<file path="config.mk">
export PLATFORM = sky130hd
export DESIGN_NAME = asr_regs
export DESIGN_NICKNAME = d
export VERILOG_FILES = /design/src/asr_pkg.sv /design/src/asr_err_bank.sv /design/src/asr_regs.sv
export VERILOG_INCLUDE_DIRS = /design/src /design/src/src
export SDC_FILE = /design/constraint.sdc
export NUM_CORES = 1
export LEC_CHECK = 0
export BUFFER_PORTS_ARGS = -buffer_cell sky130_fd_sc_hd__buf_2
export CAP_MARGIN = 25
export CORE_ASPECT_RATIO = 1.25
export CORE_MARGIN = 2
export CORE_UTILIZATION = 30
export CTS_CLUSTER_SIZE = 24
export DETAILED_ROUTE_END_ITERATION = 8
export GPL_TIMING_DRIVEN = 0
export SLEW_MARGIN = 20
export SYNTH_ARGS = -nofsm -noshare
export SYNTH_HDL_FRONTEND = slang
export SYNTH_SLANG_ARGS = --single-unit
</file>
<file path="constraint.sdc">
create_clock -name clk_sys -period 4.1 [get_ports clk_sys]
set_clock_uncertainty 0.1 [all_clocks]
set_input_delay 0.82 -clock clk_sys [delete_from_list [all_inputs] [get_ports clk_sys]]
set_output_delay 0.82 -clock clk_sys [all_outputs]
set_load 0.01 [all_outputs]
</file>
<file path="src/asr_defines.svh">
`ifndef ASR_DEFINES_SVH
`define ASR_DEFINES_SVH

// Word offsets on the serial register port
`define ASR_OFS_CTRL 8'h1E
`define ASR_OFS_ANGLE 8'h20
`define ASR_OFS_STATUS 8'h22
`define ASR_OFS_ERROR 8'h24

// Fixed word identifiers in bits 15:12
`define ASR_RID_STATUS 4'h8
`define ASR_RID_ERROR 4'hA

// Control word fields
`define ASR_CTRL_SEL_HI 15
`define ASR_CTRL_SEL_LO 12
`define ASR_CTRL_CLS 10
`define ASR_CTRL_CLW 9
`define ASR_CTRL_CLE 8
`define ASR_CTRL_INIT_HI 7
`define ASR_CTRL_INIT_LO 0

// Initiate codes
`define ASR_INIT_SELFTEST 8'hB9
`define ASR_INIT_TURNS 8'h46
`define ASR_INIT_HARDRST 8'h5A

// Special-action selections
`define ASR_SEL_NONE 4'h0
`define ASR_SEL_MARGIN_LO 4'h1
`define ASR_SEL_MARGIN_HI 4'h2
`define ASR_SEL_TURNS 4'h4
`define ASR_SEL_HARDRST 4'h7
`define ASR_SEL_FRONTEND 4'h9
`define ASR_SEL_LOGIC 4'hA
`define ASR_SEL_BOTH 4'hB

// Error word layout and reset value (reset flag set at power-on)
`define ASR_ERR_BITS 12
`define ASR_ERR_RESET_VAL 12'h001

`endif

</file>
<file path="src/asr_pkg.sv">
package asr_pkg;

    typedef struct packed {
        logic valid;
        logic write;
        logic [7:0] addr;
        logic [15:0] wdata;
    } asr_req_t;

    typedef struct packed {
        logic valid;
        logic [15:0] rdata;
    } asr_rsp_t;

    typedef enum logic {
        ACT_IDLE,
        ACT_BUSY
    } asr_act_state_t;

endpackage : asr_pkg

</file>
<file path="src/asr_err_bank.sv">
`timescale 1ns/1ps
`include "asr_defines.svh"

module asr_err_bank #(
    parameter int WIDTH = `ASR_ERR_BITS,
    parameter logic [WIDTH-1:0] RESET_VAL = `ASR_ERR_RESET_VAL
) (
    input wire logic clk_sys,
    input wire logic rst_n,
    input wire logic [WIDTH-1:0] evt,
    input wire logic read_stb,
    input wire logic clear_stb,
    output logic [WIDTH-1:0] flags_q
);

    logic [WIDTH-1:0] seen_q;

    // Bits returned by the latest read
    always_ff @(posedge clk_sys or negedge rst_n) begin
        if (!rst_n) begin
            seen_q <= '0;
        end else if (read_stb) begin
            seen_q <= flags_q;
        end else if (clear_stb) begin
            seen_q <= '0;
        end
    end

    // Sticky flags; a new event wins over the clear
    always_ff @(posedge clk_sys or negedge rst_n) begin
        if (!rst_n) begin
            flags_q <= RESET_VAL;
        end else if (clear_stb) begin
            flags_q <= (flags_q & ~seen_q) | evt;
        end else begin
            flags_q <= flags_q | evt;
        end
    end

endmodule : asr_err_bank

</file>
<file path="src/asr_regs.sv">
// Overview of operation
// - Control clear-error bit clears only error bits already read; reads as 0.
// - Initiate codes B9 self-tests, 46 turns reset, 5A hard reset; read 0.
// - Angle word: 0, error flag, undervoltage, parity, 12-bit angle.
// - Angle error flag is 1 when any unmasked error or warning bit set.
// - Angle undervoltage bit is live OR of pin and regulator detectors, maskable.
// - Angle parity makes the whole 16-bit word hold odd ones.
// - Bits 15:12 identify the word: 1000 status, 1010 error.
// - Status bits 9:8 show the die identifier from nonvolatile memory.
// - Status bit 7 shows rotation direction from the hysteresis logic.
// - Action-done clears on trigger, sets on completion, clears by status-clear.
// - Boot-done sets after boot and self-tests, held until status-clear.
// - Status bits 3, 2, 1 show logic test, front-end test, boot running.
// - Status bit 0 is 1 only when locked and start-up finished.
// - Error flags latch until read and cleared; host must clear them.
// - Reset error flag is set after power-on; host should clear it.
// - Error bit 11 sets on unmasked warnings, suppressible by a mask bit.
// - Error bit 10 sets when either self-test reports failure.
// - Error bit 9 sets when averaging rate is too high for speed.
// - Error bit 8 on quadrature integrity loss, bit 7 on lock loss.
// - Error bit 6 on zero-cross timeout, bit 4 on oscillator watchdog.
// - Error bit 5 on uncorrectable memory error during load.
// - Error bit 3 re-sets while supply-pin undervoltage persists.
// - Error bit 0 sets on power-on or hard reset, not logic test.
// - Special selection returns to zero on completion, except margining.
`timescale 1ns/1ps
`include "asr_defines.svh"

module asr_regs
    import asr_pkg::*;
(
    input wire logic clk_sys,
    input wire logic rst_n,
    input wire asr_req_t bus_req,
    output asr_rsp_t bus_rsp,
    input wire logic [11:0] angle_code,
    input wire logic warn_any_unmasked,
    input wire logic warn_summary_mask,
    input wire logic [11:0] err_mask,
    input wire logic supply_pin_low_flag,
    input wire logic regulator_low_flag,
    input wire logic supply_pin_low_mask,
    input wire logic regulator_low_mask,
    input wire logic [1:0] die_identifier,
    input wire logic turn_direction,
    input wire logic logic_selftest_running,
    input wire logic frontend_selftest_running,
    input wire logic boot_running,
    input wire logic boot_finished,
    input wire logic tracking_locked,
    input wire logic startup_complete,
    input wire logic selftest_failed,
    input wire logic averaging_fault,
    input wire logic quadrature_integrity_fault,
    input wire logic tracking_lock_lost,
    input wire logic zero_cross_timeout,
    input wire logic nvm_uncorrectable,
    input wire logic hf_osc_fault,
    input wire logic lf_osc_fault,
    input wire logic magnetic_low_fault,
    input wire logic hard_reset_done,
    input wire logic action_complete,
    output logic [3:0] special_select_q,
    output logic logic_selftest_start_q,
    output logic frontend_selftest_start_q,
    output logic turns_reset_start_q,
    output logic hard_reset_request_q,
    output logic warning_clear_q
);

    logic [11:0] err_flags;
    logic [11:0] err_evt;
    logic err_read;
    logic err_clear;
    logic ctrl_wr;
    logic [3:0] wr_sel;
    logic [7:0] wr_init;
    logic trigger;
    logic action_done_q;
    logic boot_done_q;
    logic status_clear;
    asr_act_state_t act_state_q;
    logic any_fault_flag;
    logic low_supply_flag;
    logic [15:0] angle_word;
    logic [15:0] status_word;
    logic [15:0] error_word;
    logic [15:0] ctrl_word;
    logic [15:0] rdata_d;

    // Odd parity bit over the given payload
    function automatic logic odd_parity(input logic [13:0] payload);
        odd_parity = ~(^payload);
    endfunction : odd_parity

    // Selections started by the self-test initiate code
    function automatic logic is_selftest_sel(input logic [3:0] sel);
        is_selftest_sel = (sel == `ASR_SEL_FRONTEND)
            || (sel == `ASR_SEL_LOGIC)
            || (sel == `ASR_SEL_BOTH);
    endfunction : is_selftest_sel

    // Selections kept after completion
    function automatic logic is_margin_sel(input logic [3:0] sel);
        is_margin_sel = (sel == `ASR_SEL_MARGIN_LO)
            || (sel == `ASR_SEL_MARGIN_HI);
    endfunction : is_margin_sel

    assign ctrl_wr = bus_req.valid && bus_req.write
        && (bus_req.addr == `ASR_OFS_CTRL);
    assign err_read = bus_req.valid && !bus_req.write
        && (bus_req.addr == `ASR_OFS_ERROR);
    assign wr_sel = bus_req.wdata[`ASR_CTRL_SEL_HI:`ASR_CTRL_SEL_LO];
    assign wr_init = bus_req.wdata[`ASR_CTRL_INIT_HI:`ASR_CTRL_INIT_LO];
    assign err_clear = ctrl_wr && bus_req.wdata[`ASR_CTRL_CLE];
    assign status_clear = ctrl_wr && bus_req.wdata[`ASR_CTRL_CLS];

    // A valid initiate code for the written selection
    always_comb begin
        trigger = 1'b0;
        if (ctrl_wr && act_state_q == ACT_IDLE) begin
            if (is_selftest_sel(wr_sel)) begin
                trigger = (wr_init == `ASR_INIT_SELFTEST);
            end else if (wr_sel == `ASR_SEL_TURNS) begin
                trigger = (wr_init == `ASR_INIT_TURNS);
            end else if (wr_sel == `ASR_SEL_HARDRST) begin
                trigger = (wr_init == `ASR_INIT_HARDRST);
            end
        end
    end

    // Error event sources
    always_comb begin
        err_evt = '0;
        err_evt[11] = warn_any_unmasked && !warn_summary_mask;
        err_evt[10] = selftest_failed;
        err_evt[9] = averaging_fault;
        err_evt[8] = quadrature_integrity_fault;
        err_evt[7] = tracking_lock_lost;
        err_evt[6] = zero_cross_timeout;
        err_evt[5] = nvm_uncorrectable;
        err_evt[4] = hf_osc_fault || lf_osc_fault;
        err_evt[3] = supply_pin_low_flag;
        err_evt[2] = regulator_low_flag;
        err_evt[1] = magnetic_low_fault;
        err_evt[0] = hard_reset_done;
    end

    asr_err_bank #(
        .WIDTH(`ASR_ERR_BITS),
        .RESET_VAL(`ASR_ERR_RESET_VAL)
    ) u_err_bank (
        .clk_sys(clk_sys),
        .rst_n(rst_n),
        .evt(err_evt),
        .read_stb(err_read),
        .clear_stb(err_clear),
        .flags_q(err_flags)
    );

    // Special-action sequencing
    always_ff @(posedge clk_sys or negedge rst_n) begin
        if (!rst_n) begin
            act_state_q <= ACT_IDLE;
        end else begin
            case (act_state_q)
                ACT_IDLE: begin
                    if (trigger) begin
                        act_state_q <= ACT_BUSY;
                    end
                end
                ACT_BUSY: begin
                    if (action_complete) begin
                        act_state_q <= ACT_IDLE;
                    end
                end
                default: begin
                    act_state_q <= ACT_IDLE;
                end
            endcase
        end
    end

    // Selection field
    always_ff @(posedge clk_sys or negedge rst_n) begin
        if (!rst_n) begin
            special_select_q <= `ASR_SEL_NONE;
        end else if (act_state_q == ACT_BUSY && action_complete
                     && !is_margin_sel(special_select_q)) begin
            special_select_q <= `ASR_SEL_NONE;
        end else if (ctrl_wr && act_state_q == ACT_IDLE) begin
            special_select_q <= wr_sel;
        end
    end

    // Launch pulses towards the action logic
    always_ff @(posedge clk_sys or negedge rst_n) begin
        if (!rst_n) begin
            logic_selftest_start_q <= 1'b0;
            frontend_selftest_start_q <= 1'b0;
            turns_reset_start_q <= 1'b0;
            hard_reset_request_q <= 1'b0;
        end else begin
            logic_selftest_start_q <= trigger
                && ((wr_sel == `ASR_SEL_LOGIC) || (wr_sel == `ASR_SEL_BOTH));
            frontend_selftest_start_q <= trigger
                && ((wr_sel == `ASR_SEL_FRONTEND)
                    || (wr_sel == `ASR_SEL_BOTH));
            turns_reset_start_q <= trigger && (wr_sel == `ASR_SEL_TURNS);
            hard_reset_request_q <= trigger && (wr_sel == `ASR_SEL_HARDRST);
        end
    end

    // Warning-clear pulse to the warning word owner
    always_ff @(posedge clk_sys or negedge rst_n) begin
        if (!rst_n) begin
            warning_clear_q <= 1'b0;
        end else begin
            warning_clear_q <= ctrl_wr && bus_req.wdata[`ASR_CTRL_CLW];
        end
    end

    // Action-done flag; completion wins over clears
    always_ff @(posedge clk_sys or negedge rst_n) begin
        if (!rst_n) begin
            action_done_q <= 1'b0;
        end else if (act_state_q == ACT_BUSY && action_complete) begin
            action_done_q <= 1'b1;
        end else if (trigger || status_clear) begin
            action_done_q <= 1'b0;
        end
    end

    // Boot-done flag; boot finish wins over the clear
    always_ff @(posedge clk_sys or negedge rst_n) begin
        if (!rst_n) begin
            boot_done_q <= 1'b0;
        end else if (boot_finished) begin
            boot_done_q <= 1'b1;
        end else if (status_clear) begin
            boot_done_q <= 1'b0;
        end
    end

    // Live angle-word flags
    assign any_fault_flag = (|(err_flags & ~err_mask))
        || warn_any_unmasked;
    assign low_supply_flag = (supply_pin_low_flag && !supply_pin_low_mask)
        || (regulator_low_flag && !regulator_low_mask);

    // Read words
    always_comb begin
        angle_word = '0;
        angle_word[14] = any_fault_flag;
        angle_word[13] = low_supply_flag;
        angle_word[11:0] = angle_code;
        angle_word[12] = odd_parity({any_fault_flag, low_supply_flag,
            angle_code});
    end

    always_comb begin
        status_word = '0;
        status_word[15:12] = `ASR_RID_STATUS;
        status_word[9:8] = die_identifier;
        status_word[7] = turn_direction;
        status_word[5] = action_done_q;
        status_word[4] = boot_done_q;
        status_word[3] = logic_selftest_running;
        status_word[2] = frontend_selftest_running;
        status_word[1] = boot_running;
        status_word[0] = tracking_locked && startup_complete;
    end

    always_comb begin
        error_word = '0;
        error_word[15:12] = `ASR_RID_ERROR;
        error_word[11:0] = err_flags;
    end

    // Clear and initiate fields always read as zero
    always_comb begin
        ctrl_word = '0;
        ctrl_word[`ASR_CTRL_SEL_HI:`ASR_CTRL_SEL_LO] = special_select_q;
    end

    // Read decode
    always_comb begin
        if (bus_req.addr == `ASR_OFS_ANGLE) begin
            rdata_d = angle_word;
        end else if (bus_req.addr == `ASR_OFS_STATUS) begin
            rdata_d = status_word;
        end else if (bus_req.addr == `ASR_OFS_ERROR) begin
            rdata_d = error_word;
        end else if (bus_req.addr == `ASR_OFS_CTRL) begin
            rdata_d = ctrl_word;
        end else begin
            rdata_d = '0;
        end
    end

    // Registered response, one cycle after a read
    always_ff @(posedge clk_sys or negedge rst_n) begin
        if (!rst_n) begin
            bus_rsp <= '0;
        end else begin
            bus_rsp.valid <= bus_req.valid && !bus_req.write;
            if (bus_req.valid && !bus_req.write) begin
                bus_rsp.rdata <= rdata_d;
            end
        end
    end

endmodule : asr_regs

</file>
==> impl_metrics.env, run 1 <==
export IMPL_finish_cell_count_without_fillers=508
export IMPL_worst_setup_path_startpoint="bus_req[23]"
export IMPL_ios=104
export IMPL_postSynth_topFlopCell="sky130_fd_sc_hd__dfrtp_1"
export IMPL_shortest_period_the_worst_path_allows_ps=2730
export IMPL_report_final_slew_viol_count=0
export IMPL_die_area_um2=9610
export IMPL_clk_latency_ps=310
export IMPL_setup_total_negative_slack_ps=0
export IMPL_hold_violations=0
export IMPL_grt_pass1_vias=2404
export IMPL_yosys_area_share_xor_xnor_pct=3.97
export IMPL_htree_levels=2
export IMPL_ctsHoldBuffers=0
export IMPL_setup_worst_path_class="input port to flop"
export IMPL_postCtsSetupBuffers=0
export IMPL_clk_pin_slew_ps=100
export IMPL_vias_per_cell=4.86
export IMPL_cap_violations=0
export IMPL_synth_compound_area_share_pct=16.1
export IMPL_cts_sinks=53
export IMPL_drt_drc_violations_left=0
export IMPL_grt_overflow_total=0
export IMPL_final_report_setup_violation_count=0
export IMPL_grt_start_max_net_pins=54
export IMPL_antenna_found_initial=0
export IMPL_timing_worst_slew_pin_value_ps=856
export IMPL_post_dp_hpwl_um=5880
export IMPL_drt_first_iter_violations=88
export IMPL_power_ir_vdd_worst_mv=0.137
export IMPL_wl_per_cell_um=14.5
export IMPL_required_ps=4200
export IMPL_worstPathArrival_ps=2830
export IMPL_nets=465
export IMPL_numPlacedInstances=500
export IMPL_io_port_bufs=102
export IMPL_status="finished clean"
export IMPL_synth_cell_area_um2=2650
export IMPL_wirelength_um=7360
export IMPL_max_freq_mhz=367
export IMPL_tritoncts="done"
export IMPL_synth_seq_cells=53
export IMPL_powerDensity_nw_per_um2=290
export IMPL_synthCells=278
export IMPL_cts_root_buf="sky130_fd_sc_hd__clkbuf_8"
export IMPL_floorplan_initialDensity_pct=30.6
export IMPL_worst_r2r_startpoint="u_err_bank.flags_q[1]"
export IMPL_final_layout_size_suffix_gt1_share_pct=31.4
export IMPL_unrepaired_setup_endpoints_after_global_routing="no"
export IMPL_asyncSetResetFlopFracSynth_pct=100
export IMPL_synth_fp_nets=356
export IMPL_groute_usage_overall_pct=15.7
export IMPL_numCtsBuffers=5
export IMPL_floorplan_die_width_um=88.1
export IMPL_crit_path_end_kind="flop"
export IMPL_post_synth_cell_area_avg_um2=9.53
export IMPL_synth_lib_cells_used_distinct=44
export IMPL_seq_area_frac_synth_pct=50.1
export IMPL_antenna_left=0
export IMPL_postCtsResizedCells=0
export IMPL_hold_start="bus_rsp[8]"
export IMPL_worstHoldPathType="flop to flop"
export IMPL_min_period_over_period_pct=66.5
export IMPL_synth_yosys_warnings=0
export IMPL_grt_pass1_wl_um=11500
export IMPL_timing_critical_path_fanout_max=10
export IMPL_power_leakage_uw=0.00171
export IMPL_synth_top_family_by_area="simple AND/OR/NAND/NOR gates"
export IMPL_cp_start_kind="input port"
export IMPL_num_antenna_cells=0
export IMPL_post_synth_fa_ha_maj_area_fraction_pct=0
export IMPL_synth_edff_count=0
export IMPL_design_core_area_um2=8650
export IMPL_synth_mux_area_share_pct=5.29
export IMPL_rows=38
export IMPL_die_height_um=109
export IMPL_clockBufferDepth=2
export IMPL_gp_congestion=0.802
export IMPL_areaGrowthSynthToFinish_pct=28.4
export IMPL_total_number_of_vias=2471
export IMPL_dr_pass1_iters=4
export IMPL_simple_gate_share_of_the_synthesized_area_pct=20.1
export IMPL_maxSlewHeadroom_pct=41.5
-- registers in the layout (all words and copies together), names as in the netlist --
| name | flops |
|---|---|
| u_err_bank.seen_q | 12 |
| warning_clear_q | 1 |
| action_done_q | 1 |
| hard_reset_request_q | 1 |
| logic_selftest_start_q | 1 |
| boot_done_q | 1 |
| special_select_q | 4 |
| u_err_bank.flags_q | 12 |
| frontend_selftest_start_q | 1 |
| bus_rsp | 17 |
| act_state_q | 1 |
| turns_reset_start_q | 1 |
-- synth_stat cells, drive strengths merged, types with 3 or more instances --
library cell   n  area [um2]
and3           6        42.5
nor3           3        20.0
and2           3        20.0
xor2           3        26.3
buf            5        37.5
inv           15        56.3
o22ai         12        75.1
nor2          20        75.1
clkbuf         5        18.8
a22oi          3        22.5
a21oi         14        70.1
dfrtp         52        1300
nand3          6        30.0
mux2i         14         140
nand2         48         180
a21o          10        75.1
xnor2          9        78.8
nor2b          3        18.8
a22o           3        26.3
nor4b          3        26.3
o21ai         18        90.1
-- cell families after synthesis --
kind of cell | count (synthesis)
xor gates and xnor gates | 12
buffers and inverters | 26
muxes | 14
AOI/OAI and AO/OA | 68
DFF | 53
and+or+nand+nor | 105
-- power breakdown --
group          switching, uW  internal, uW
clock                    180           122
combinational           78.4          66.3
sequential              6.86           534
-- worst max-delay path, cell delays in order --
cell and delay (ps):
sky130_fd_sc_hd__buf_2 100, sky130_fd_sc_hd__or3_4 400, sky130_fd_sc_hd__nor4b_1 660, sky130_fd_sc_hd__nand3_1 410, sky130_fd_sc_hd__buf_2 290, sky130_fd_sc_hd__nand2_1 80, sky130_fd_sc_hd__o22ai_1 70
-- cell type report --
| type | count | area [um2] |
|---|---|---|
| Buffer | 10 | 56.3 |
| Inverter | 16 | 60.1 |
| Timing Repair Buffer | 102 | 513 |
| Tap cell | 120 | 150 |
| Multi-Input combinational cell | 199 | 1210 |
| Sequential cell | 53 | 1330 |
| Fill cell | 912 | 5250 |
| Clock inverter | 3 | 21.3 |
| Clock buffer | 5 | 68.8 |
-- metrics by stage --
step	hold WS [ps]	total power [uW]	worst slack, ps	utilization [%]	instance area, um2
6_report	381	986	1370	39.3	3400
5_1_grt	413	1030	1220	39.3	3400
4_1_cts	391	996	1380	39.3	3400
3_5_place_dp	367	697	1040	38.3	3310
3_3_place_gp	357	694	1090	38.3	3310
2_1_floorplan	349	617	1580	-	2650
-- cell usage in the layout, fill, tap and decap left out, types with 2 or more instances in the layout --
master	count
sky130_fd_sc_hd__a21o_1	10
sky130_fd_sc_hd__a21oi_1	14
sky130_fd_sc_hd__a22o_1	3
sky130_fd_sc_hd__a22oi_1	3
sky130_fd_sc_hd__and2_1	2
sky130_fd_sc_hd__and3_1	5
sky130_fd_sc_hd__buf_2	104
sky130_fd_sc_hd__buf_6	2
sky130_fd_sc_hd__clkbuf_1	5
sky130_fd_sc_hd__clkbuf_8	5
sky130_fd_sc_hd__dfrtp_1	52
sky130_fd_sc_hd__inv_1	15
sky130_fd_sc_hd__mux2i_1	14
sky130_fd_sc_hd__nand2_1	48
sky130_fd_sc_hd__nand2b_1	2
sky130_fd_sc_hd__nand3_1	6
sky130_fd_sc_hd__nand4b_1	2
sky130_fd_sc_hd__nor2_1	20
sky130_fd_sc_hd__nor2b_1	3
sky130_fd_sc_hd__nor3_1	2
sky130_fd_sc_hd__nor4b_1	3
sky130_fd_sc_hd__o21ai_0	18
sky130_fd_sc_hd__o22ai_1	12
sky130_fd_sc_hd__o41ai_1	2
sky130_fd_sc_hd__or4b_1	2
sky130_fd_sc_hd__xnor2_1	9
sky130_fd_sc_hd__xor2_1	3
-- worst paths after layout --
path	endpoint	slack, ps	cells past startpoint
setup / recovery	u_err_bank.seen_q[2]	1370	7
hold reg to reg	bus_rsp[8]	380	2
hold / removal	bus_rsp[8]	380	2
setup reg to reg	bus_rsp[12]	1920	6
min in group asynchronous	warning_clear_q	440	1
max in group asynchronous	bus_rsp[16]	3020	1
-- metal layers --
metal / part of all wire [%] / up-vias / global-route usage, %
met5: 0 / - / 0
met4: 2.3 / 0 / 5.84
met3: 6.0 / 12 / 2.95
met2: 49 / 91 / 26.5
met1: 43 / 1174 / 20.0
li1: - / 1194 / -
Power figures use the tool's default switching activity.
==> run 2, diff against run 1 <==
--- a/config.mk
+++ b/config.mk
@@ -6,6 +6,7 @@
 export SDC_FILE = /design/constraint.sdc
 export NUM_CORES = 1
 export LEC_CHECK = 0
+export ABC_AREA = 1
 export BUFFER_PORTS_ARGS = -buffer_cell sky130_fd_sc_hd__buf_2
 export CAP_MARGIN = 25
 export CORE_ASPECT_RATIO = 1.25
==> constraint.sdc (replaced) <==
create_clock -name clk_sys -period 2.5 [get_ports clk_sys]
set_clock_uncertainty 0.1 [all_clocks]
set_input_delay 0.5 -clock clk_sys [delete_from_list [all_inputs] [get_ports clk_sys]]
set_output_delay 0.5 -clock clk_sys [all_outputs]
set_load 0.01 [all_outputs]
==> impl_metrics.env, run 2 <==
export IMPL_yosys_cell_count_top_type="sky130_fd_sc_hd__nand2_1"
export IMPL_synth_top_family_by_area="simple AND/OR/NAND/NOR gates"
export IMPL_htree_levels=2
export IMPL_maxSlewHeadroom_pct=54.6
export IMPL_clk_pin_slew_ps=70
export IMPL_timing_critical_path_fanout_max=8
export IMPL_clockBufferDepth=2
export IMPL_synth_edff_count=0
export IMPL_required_ps=2610
export IMPL_drt_drc_violations_left=0
export IMPL_die_height_um=114
export IMPL_synthCells=387
export IMPL_worst_r2r_setup_slack_ps=970
export IMPL_synth_fp_nets=465
export IMPL_area_share_of_the_largest_cell_type_after_synthesis_pct=44.4
export IMPL_highest_count_cells_in_the_layout_ignoring_fill_and_taps="sky130_fd_sc_hd__buf_2, sky130_fd_sc_hd__nand2_1, sky130_fd_sc_hd__inv_1, sky130_fd_sc_hd__dfrtp_1, sky130_fd_sc_hd__nor2_1"
export IMPL_postSynth_topFlopCell="sky130_fd_sc_hd__dfrtp_1"
export IMPL_shortest_period_the_worst_path_allows_ps=1820
export IMPL_clk_latency_ps=300
export IMPL_simple_gate_share_of_the_synthesized_area_pct=26.3
export IMPL_wl_per_cell_um=13.1
export IMPL_postCtsResizedCells=0
export IMPL_cts_root_buf="sky130_fd_sc_hd__clkbuf_16"
export IMPL_vias_per_cell=4.51
export IMPL_design_core_area_um2=9560
export IMPL_met2_usage_grt_pct=29.8
export IMPL_cap_violations=0
export IMPL_synth_top_cells_by_area="sky130_fd_sc_hd__dfrtp_1, sky130_fd_sc_hd__nand2_1, sky130_fd_sc_hd__inv_1"
export IMPL_status="finished clean"
export IMPL_postCtsSetupBuffers=0
export IMPL_post_synth_cell_area_avg_um2=7.57
export IMPL_min_period_over_period_pct=72.8
export IMPL_cts_sinks=53
export IMPL_cp_start_kind="input port"
export IMPL_grt_use_met3_pct=4.02
export IMPL_synth_compound_area_share_pct=15.6
export IMPL_setup_total_negative_slack_ps=0
export IMPL_worstPathArrival_ps=1930
export IMPL_floorplan_initialDensity_pct=30.6
export IMPL_fin_area_um2=3780
export IMPL_grt_pass1_vias=2848
export IMPL_largest_register_ff_count=17
export IMPL_ctsHoldBuffers=0
export IMPL_filler_cell_count=1028
export IMPL_post_dp_hpwl_um=6730
export IMPL_numCtsBuffers=5
export IMPL_total_number_of_vias=2810
export IMPL_synth_top_area_cell="sky130_fd_sc_hd__dfrtp_1"
export IMPL_hold_violations=0
export IMPL_grt_start_max_net_pins=54
export IMPL_worst_r2r_startpoint="u_err_bank.flags_q[2]"
export IMPL_asyncSetResetFlopFracSynth_pct=100
export IMPL_total_power_uw=1980
export IMPL_worstHoldPathType="input port to asynchronous set/reset pin"
export IMPL_power_ir_vdd_worst_mv=0.229
export IMPL_synth_seq_cells=53
export IMPL_max_freq_mhz=549
export IMPL_rows=40
export IMPL_areaGrowthSynthToFinish_pct=28.9
export IMPL_critPathCapture="bus_rsp[5]"
export IMPL_worst_r2r_path_depth=9
export IMPL_io_port_bufs=102
export IMPL_synth_commonest_cells="sky130_fd_sc_hd__nand2_1, sky130_fd_sc_hd__inv_1, sky130_fd_sc_hd__dfrtp_1"
export IMPL_synth_lib_cells_used_distinct=35
export IMPL_ios=104
export IMPL_final_report_setup_violation_count=0
export IMPL_groute_usage_overall_pct=16.1
export IMPL_seq_area_frac_synth_pct=45.3
export IMPL_synth_mux_area_share_pct=0
export IMPL_dr_pass1_iters=4
export IMPL_crit_path_end_kind="flop"
export IMPL_floorplan_die_width_um=92.4
export IMPL_grt_most_used_layer="met2"
export IMPL_unrepaired_setup_endpoints_after_global_routing="no"
export IMPL_nets=574
export IMPL_final_layout_size_suffix_gt1_share_pct=28.4
export IMPL_setup_worst_path_class="input port to flop"
export IMPL_utilization_pct=39.5
export IMPL_synth_cell_area_um2=2930
export IMPL_yosys_area_share_xor_xnor_pct=0.299
export IMPL_grt_overflow_total=0
export IMPL_post_synth_fa_ha_maj_area_fraction_pct=0
export IMPL_tritoncts="done"
export IMPL_timing_worst_slew_pin_value_ps=681
export IMPL_use_met1_pct=18.0
export IMPL_gp_congestion=0.790
export IMPL_worst_setup_path_startpoint="bus_req[23]"
export IMPL_power_leakage_uw=0.00220
export IMPL_die_area_um2=10600
export IMPL_powerDensity_nw_per_um2=525
export IMPL_placement_cell_area_um2=3600
export IMPL_layout_cells_most_common="sky130_fd_sc_hd__buf_2"
export IMPL_top_register="bus_rsp"
export IMPL_antenna_left=0
export IMPL_wirelength_um=8160
export IMPL_report_final_slew_viol_count=0
export IMPL_synth_yosys_warnings=0
export IMPL_grt_pass1_wl_um=13200
export IMPL_num_antenna_cells=0
export IMPL_biggest_regs="bus_rsp: 17 flops, u_err_bank.flags_q: 12 flops, u_err_bank.seen_q: 12 flops"
export IMPL_drt_first_iter_violations=117
export IMPL_whs_ps=131
export IMPL_worst_r2r_endpoint="bus_rsp[12]"
export IMPL_antenna_found_initial=0
run 2: changes by cell type in the layout (fill, tap and decap cells not counted), sizes merged, moves of 5 or more:
| cell | change |
|---|---|
| o21bai | +8 |
| mux2i | -14 |
| o21ai | +10 |
| xnor2 | -8 |
| a21o | -10 |
| inv | +71 |
| and3 | -6 |
| nor2 | +9 |
| nand2 | +57 |
| nand3 | +5 |
| o22ai | +9 |
run 2: metal layers:
metal	up-vias	share of wire, %
met5	-	0
met4	0	1.4
met3	5	6.7
met2	71	52
met1	1291	40
li1	1443	-
run 2: final cells by class:
| class | instances | area (um2) | share of cell area [%] |
|---|---|---|---|
| Timing Repair Buffer | 102 | 513 | 13.6 |
| Tap cell | 126 | 158 | 4.17 |
| Buffer | 6 | 38.8 | 1.03 |
| Clock inverter | 2 | 37.5 | 0.994 |
| Clock buffer | 6 | 139 | 3.68 |
| Multi-Input combinational cell | 241 | 1240 | 32.7 |
| Sequential cell | 53 | 1330 | 35.2 |
| Inverter | 87 | 327 | 8.65 |
run 2: worst min path at each step:
stage | from | to | slack, ps | cells after the start
2_1_floorplan | rst_n | act_state_q | 100 | 0
3_3_place_gp | u_err_bank.flags_q[0] | u_err_bank.flags_q[0] | 360 | 2
3_5_place_dp | u_err_bank.flags_q[0] | u_err_bank.flags_q[0] | 360 | 2
4_1_cts | rst_n | u_err_bank.flags_q[4] | 160 | 1
5_1_grt | rst_n | u_err_bank.seen_q[4] | 200 | 1
6_report | rst_n | u_err_bank.flags_q[4] | 130 | 1
run 2: stage by stage:
step,std cells,setup WS [ps]
after global placement,615,362
after global routing,623,515
after floorplan,387,869
final,623,679
after detailed placement,615,348
after CTS,623,662
run 2: cells by family after synthesis:
group | after synthesis
buf+inv | 93
simple gates | 163
flops | 53
compound gates | 77
xor+xnor | 1
run 2: worst max-delay path, stage by stage:
cell                      delay [ps]
sky130_fd_sc_hd__buf_2           120
sky130_fd_sc_hd__nor2_1          120
sky130_fd_sc_hd__nand3_2         140
sky130_fd_sc_hd__inv_2           100
sky130_fd_sc_hd__nand4_1         330
sky130_fd_sc_hd__o22ai_1         380
sky130_fd_sc_hd__a21oi_1          70
sky130_fd_sc_hd__o21ai_0         180
run 2: where the power goes:
part,switching (uW),internal [uW],total [uW]
Sequential,15.4,887,903
Clock,315,500,814
Combinational,160,106,266
==> run 3, diff against run 2 <==
==> constraint.sdc (replaced) <==
create_clock -name clk_sys -period 1.82 [get_ports clk_sys]
set_clock_uncertainty 0.1 [all_clocks]
set_input_delay 0.364 -clock clk_sys [delete_from_list [all_inputs] [get_ports clk_sys]]
set_output_delay 0.364 -clock clk_sys [all_outputs]
set_load 0.01 [all_outputs]
==> impl_metrics.env, run 3 (same netlist as run 2, synthesis figures left out) <==
export IMPL_rows=40
export IMPL_kind_of_cell_adding_the_most_delay_to_the_critical_path="simple AND/OR/NAND/NOR gates"
export IMPL_top_register="bus_rsp"
export IMPL_floorplan_die_width_um=92.4
export IMPL_grt_most_used_layer="met2"
export IMPL_power_leakage_uw=0.00221
export IMPL_ctsHoldBuffers=0
export IMPL_clk_latency_ps=300
export IMPL_cell_chain_critical_path="buf_2, nor2_1, nand3_2, inv_2, nand2_1, nor2_2, inv_2, nand2_2, buf_4, o22ai_1"
export IMPL_ios=104
export IMPL_grt_use_met3_pct=4.02
export IMPL_internal_power_uw=2050
export IMPL_timing_critical_path_fanout_max=10
export IMPL_cts_root_buf="sky130_fd_sc_hd__clkbuf_16"
export IMPL_unrepaired_setup_endpoints_after_global_routing="no"
export IMPL_report_final_slew_viol_count=0
export IMPL_final_layout_size_suffix_gt1_share_pct=28.7
export IMPL_cts_sinks=53
export IMPL_numCtsBuffers=5
export IMPL_whs_ps=-0.552
export IMPL_total_number_of_vias=2839
export IMPL_clock_power_share_pct=41.1
export IMPL_groute_usage_overall_pct=16.1
export IMPL_maxSlewHeadroom_pct=55.1
export IMPL_dr_pass1_iters=4
export IMPL_htree_levels=2
export IMPL_setup_total_negative_slack_ps=0
export IMPL_cp_start_kind="input port"
export IMPL_gp_congestion=0.790
export IMPL_hold_violations=1
export IMPL_crit_path_end_kind="flop"
export IMPL_num_antenna_cells=0
export IMPL_areaGrowthSynthToFinish_pct=29.6
export IMPL_floorplan_initialDensity_pct=30.6
export IMPL_vias_per_cell=4.54
export IMPL_power_ir_vdd_worst_mv=0.314
export IMPL_worstHoldPathType="input port to asynchronous set/reset pin"
export IMPL_status="complete, but fails checks"
export IMPL_p_comb_share_pct=13.5
export IMPL_io_port_bufs=102
export IMPL_antenna_left=0
export IMPL_design_core_area_um2=9560
export IMPL_finish_cell_count_without_fillers=625
export IMPL_antenna_found_initial=0
export IMPL_die_area_um2=10600
export IMPL_clockBufferDepth=2
export IMPL_cap_violations=0
export IMPL_die_height_um=114
export IMPL_timing_worst_slew_pin_value_ps=674
export IMPL_power_net_switching_uw=676
export IMPL_worst_r2r_path_depth=9
export IMPL_powerDensity_nw_per_um2=718
export IMPL_worst_path_largest_cell_delay_ps=190
export IMPL_required_ps=1900
export IMPL_filler_cell_count=1026
export IMPL_worstPathArrival_ps=1640
export IMPL_detailedPlace_worstSlack_ps=-196
export IMPL_nets=576
export IMPL_post_dp_hpwl_um=6730
export IMPL_biggest_regs="bus_rsp: 17 flops, u_err_bank.flags_q: 12 flops, u_err_bank.seen_q: 12 flops"
export IMPL_layout_setup_ws_ps=255
export IMPL_numPlacedInstances=615
export IMPL_grt_start_max_net_pins=54
export IMPL_cpMostUsedCell="sky130_fd_sc_hd__inv_2"
export IMPL_largest_register_ff_count=17
export IMPL_use_met1_pct=18.0
export IMPL_met2_usage_grt_pct=29.8
export IMPL_grt_pass1_vias=2848
export IMPL_worst_r2r_endpoint="bus_rsp[12]"
export IMPL_wirelength_um=8150
export IMPL_final_report_setup_violation_count=0
export IMPL_tritoncts="done"
export IMPL_cpMaxStageDelayCell="sky130_fd_sc_hd__nor2_2"
export IMPL_drt_first_iter_violations=101
export IMPL_power_share_switching_pct=24.8
export IMPL_clk_pin_slew_ps=70
export IMPL_setup_worst_path_class="input port to flop"
export IMPL_worstPathBufferInverterCount=4
export IMPL_layout_cells_most_common="sky130_fd_sc_hd__buf_2"
export IMPL_worst_r2r_startpoint="u_err_bank.flags_q[2]"
export IMPL_grt_pass1_wl_um=13200
export IMPL_shortest_period_the_worst_path_allows_ps=1570
export IMPL_seq_power_share_pct=45.5
export IMPL_grt_overflow_total=0
export IMPL_highest_count_cells_in_the_layout_ignoring_fill_and_taps="sky130_fd_sc_hd__buf_2, sky130_fd_sc_hd__nand2_1, sky130_fd_sc_hd__inv_1, sky130_fd_sc_hd__dfrtp_1, sky130_fd_sc_hd__nor2_1"
export IMPL_drt_drc_violations_left=0
export IMPL_violations="hold timing"
export IMPL_min_period_over_period_pct=86.0
export IMPL_wl_per_cell_um=13.0
export IMPL_max_freq_mhz=639
export IMPL_worst_r2r_setup_slack_ps=300
-- run 3: cell types whose count changed in the layout (fill, tap and decap cells not counted) --
cell,change
sky130_fd_sc_hd__nor2_2,-1
sky130_fd_sc_hd__buf_4,+2
sky130_fd_sc_hd__nor2_4,+1
-- run 3: worst max path at each step --
stage,startpoint,end,slack [ps],cells after the start
after global routing,regulator_low_flag,bus_rsp[12],60,11
after global placement,bus_req[24],u_err_bank.seen_q[4],-180,8
after CTS,bus_req[24],u_err_bank.seen_q[4],120,8
after floorplan,bus_req[19],u_err_bank.seen_q[2],330,7
after detailed placement,bus_req[24],u_err_bank.seen_q[4],-200,8
final,bus_req[23],u_err_bank.seen_q[4],250,10
-- run 3: cell type report --
type                       instances  area [um2]  area share (%)
inverter                          87         327            8.60
buffer                             6        38.8            1.02
timing repair buffer             104         528            13.9
sequential                        53        1330            35.0
multi-input combinational        241        1240            32.7
clock buffer                       6         139            3.66
tap                              126         158            4.15
clock inverter                     2        37.5           0.989
-- run 3: worst reg2reg max path, stage by stage (launching register included) --
cell and delay, ps:
sky130_fd_sc_hd__dfrtp_1 390, sky130_fd_sc_hd__inv_1 110, sky130_fd_sc_hd__o21ai_0 120, sky130_fd_sc_hd__nor2_1 100
sky130_fd_sc_hd__nand2_1 50, sky130_fd_sc_hd__nor2_1 160, sky130_fd_sc_hd__nand2_1 90, sky130_fd_sc_hd__nand3_1 70
sky130_fd_sc_hd__nand3_1 110, sky130_fd_sc_hd__a21oi_1 150
-- run 3: routing by layer --
layer  vias to the layer above  routed length, um
li1                       1447                  -
met1                      1309               3250
met2                        78               4210
met3                         5                574
met4                         0                115
met5                         -                  0
-- run 3: what timing repair did --
item / CTS / global route
setup buffers: 0 / 2
endpoints found under the setup margin: 0 / 9
gates resized for setup: 0 / 1
-- run 3: through the flow --
step / hold slack [ps] / area (um2) / util, % / power [uW]
6_report: -0.552 / 3800 / 39.7 / 2730
5_1_grt: 63.0 / 3800 / 39.7 / 2850
4_1_cts: 28.5 / 3780 / 39.5 / 2750
3_5_place_dp: 355 / 3600 / 37.7 / 1630
3_3_place_gp: 359 / 3600 / 37.6 / 1620
2_1_floorplan: -31.6 / 2930 / - / 1440
-- run 3: power groups by stage --
stage          sequential, uW  clock [uW]  combinational [uW]
6_report                 1240        1120                 367
5_1_grt                  1240        1190                 421
4_1_cts                  1240        1140                 371
3_5_place_dp             1260           0                 369
3_3_place_gp             1260           0                 360
2_1_floorplan            1270           0                 170
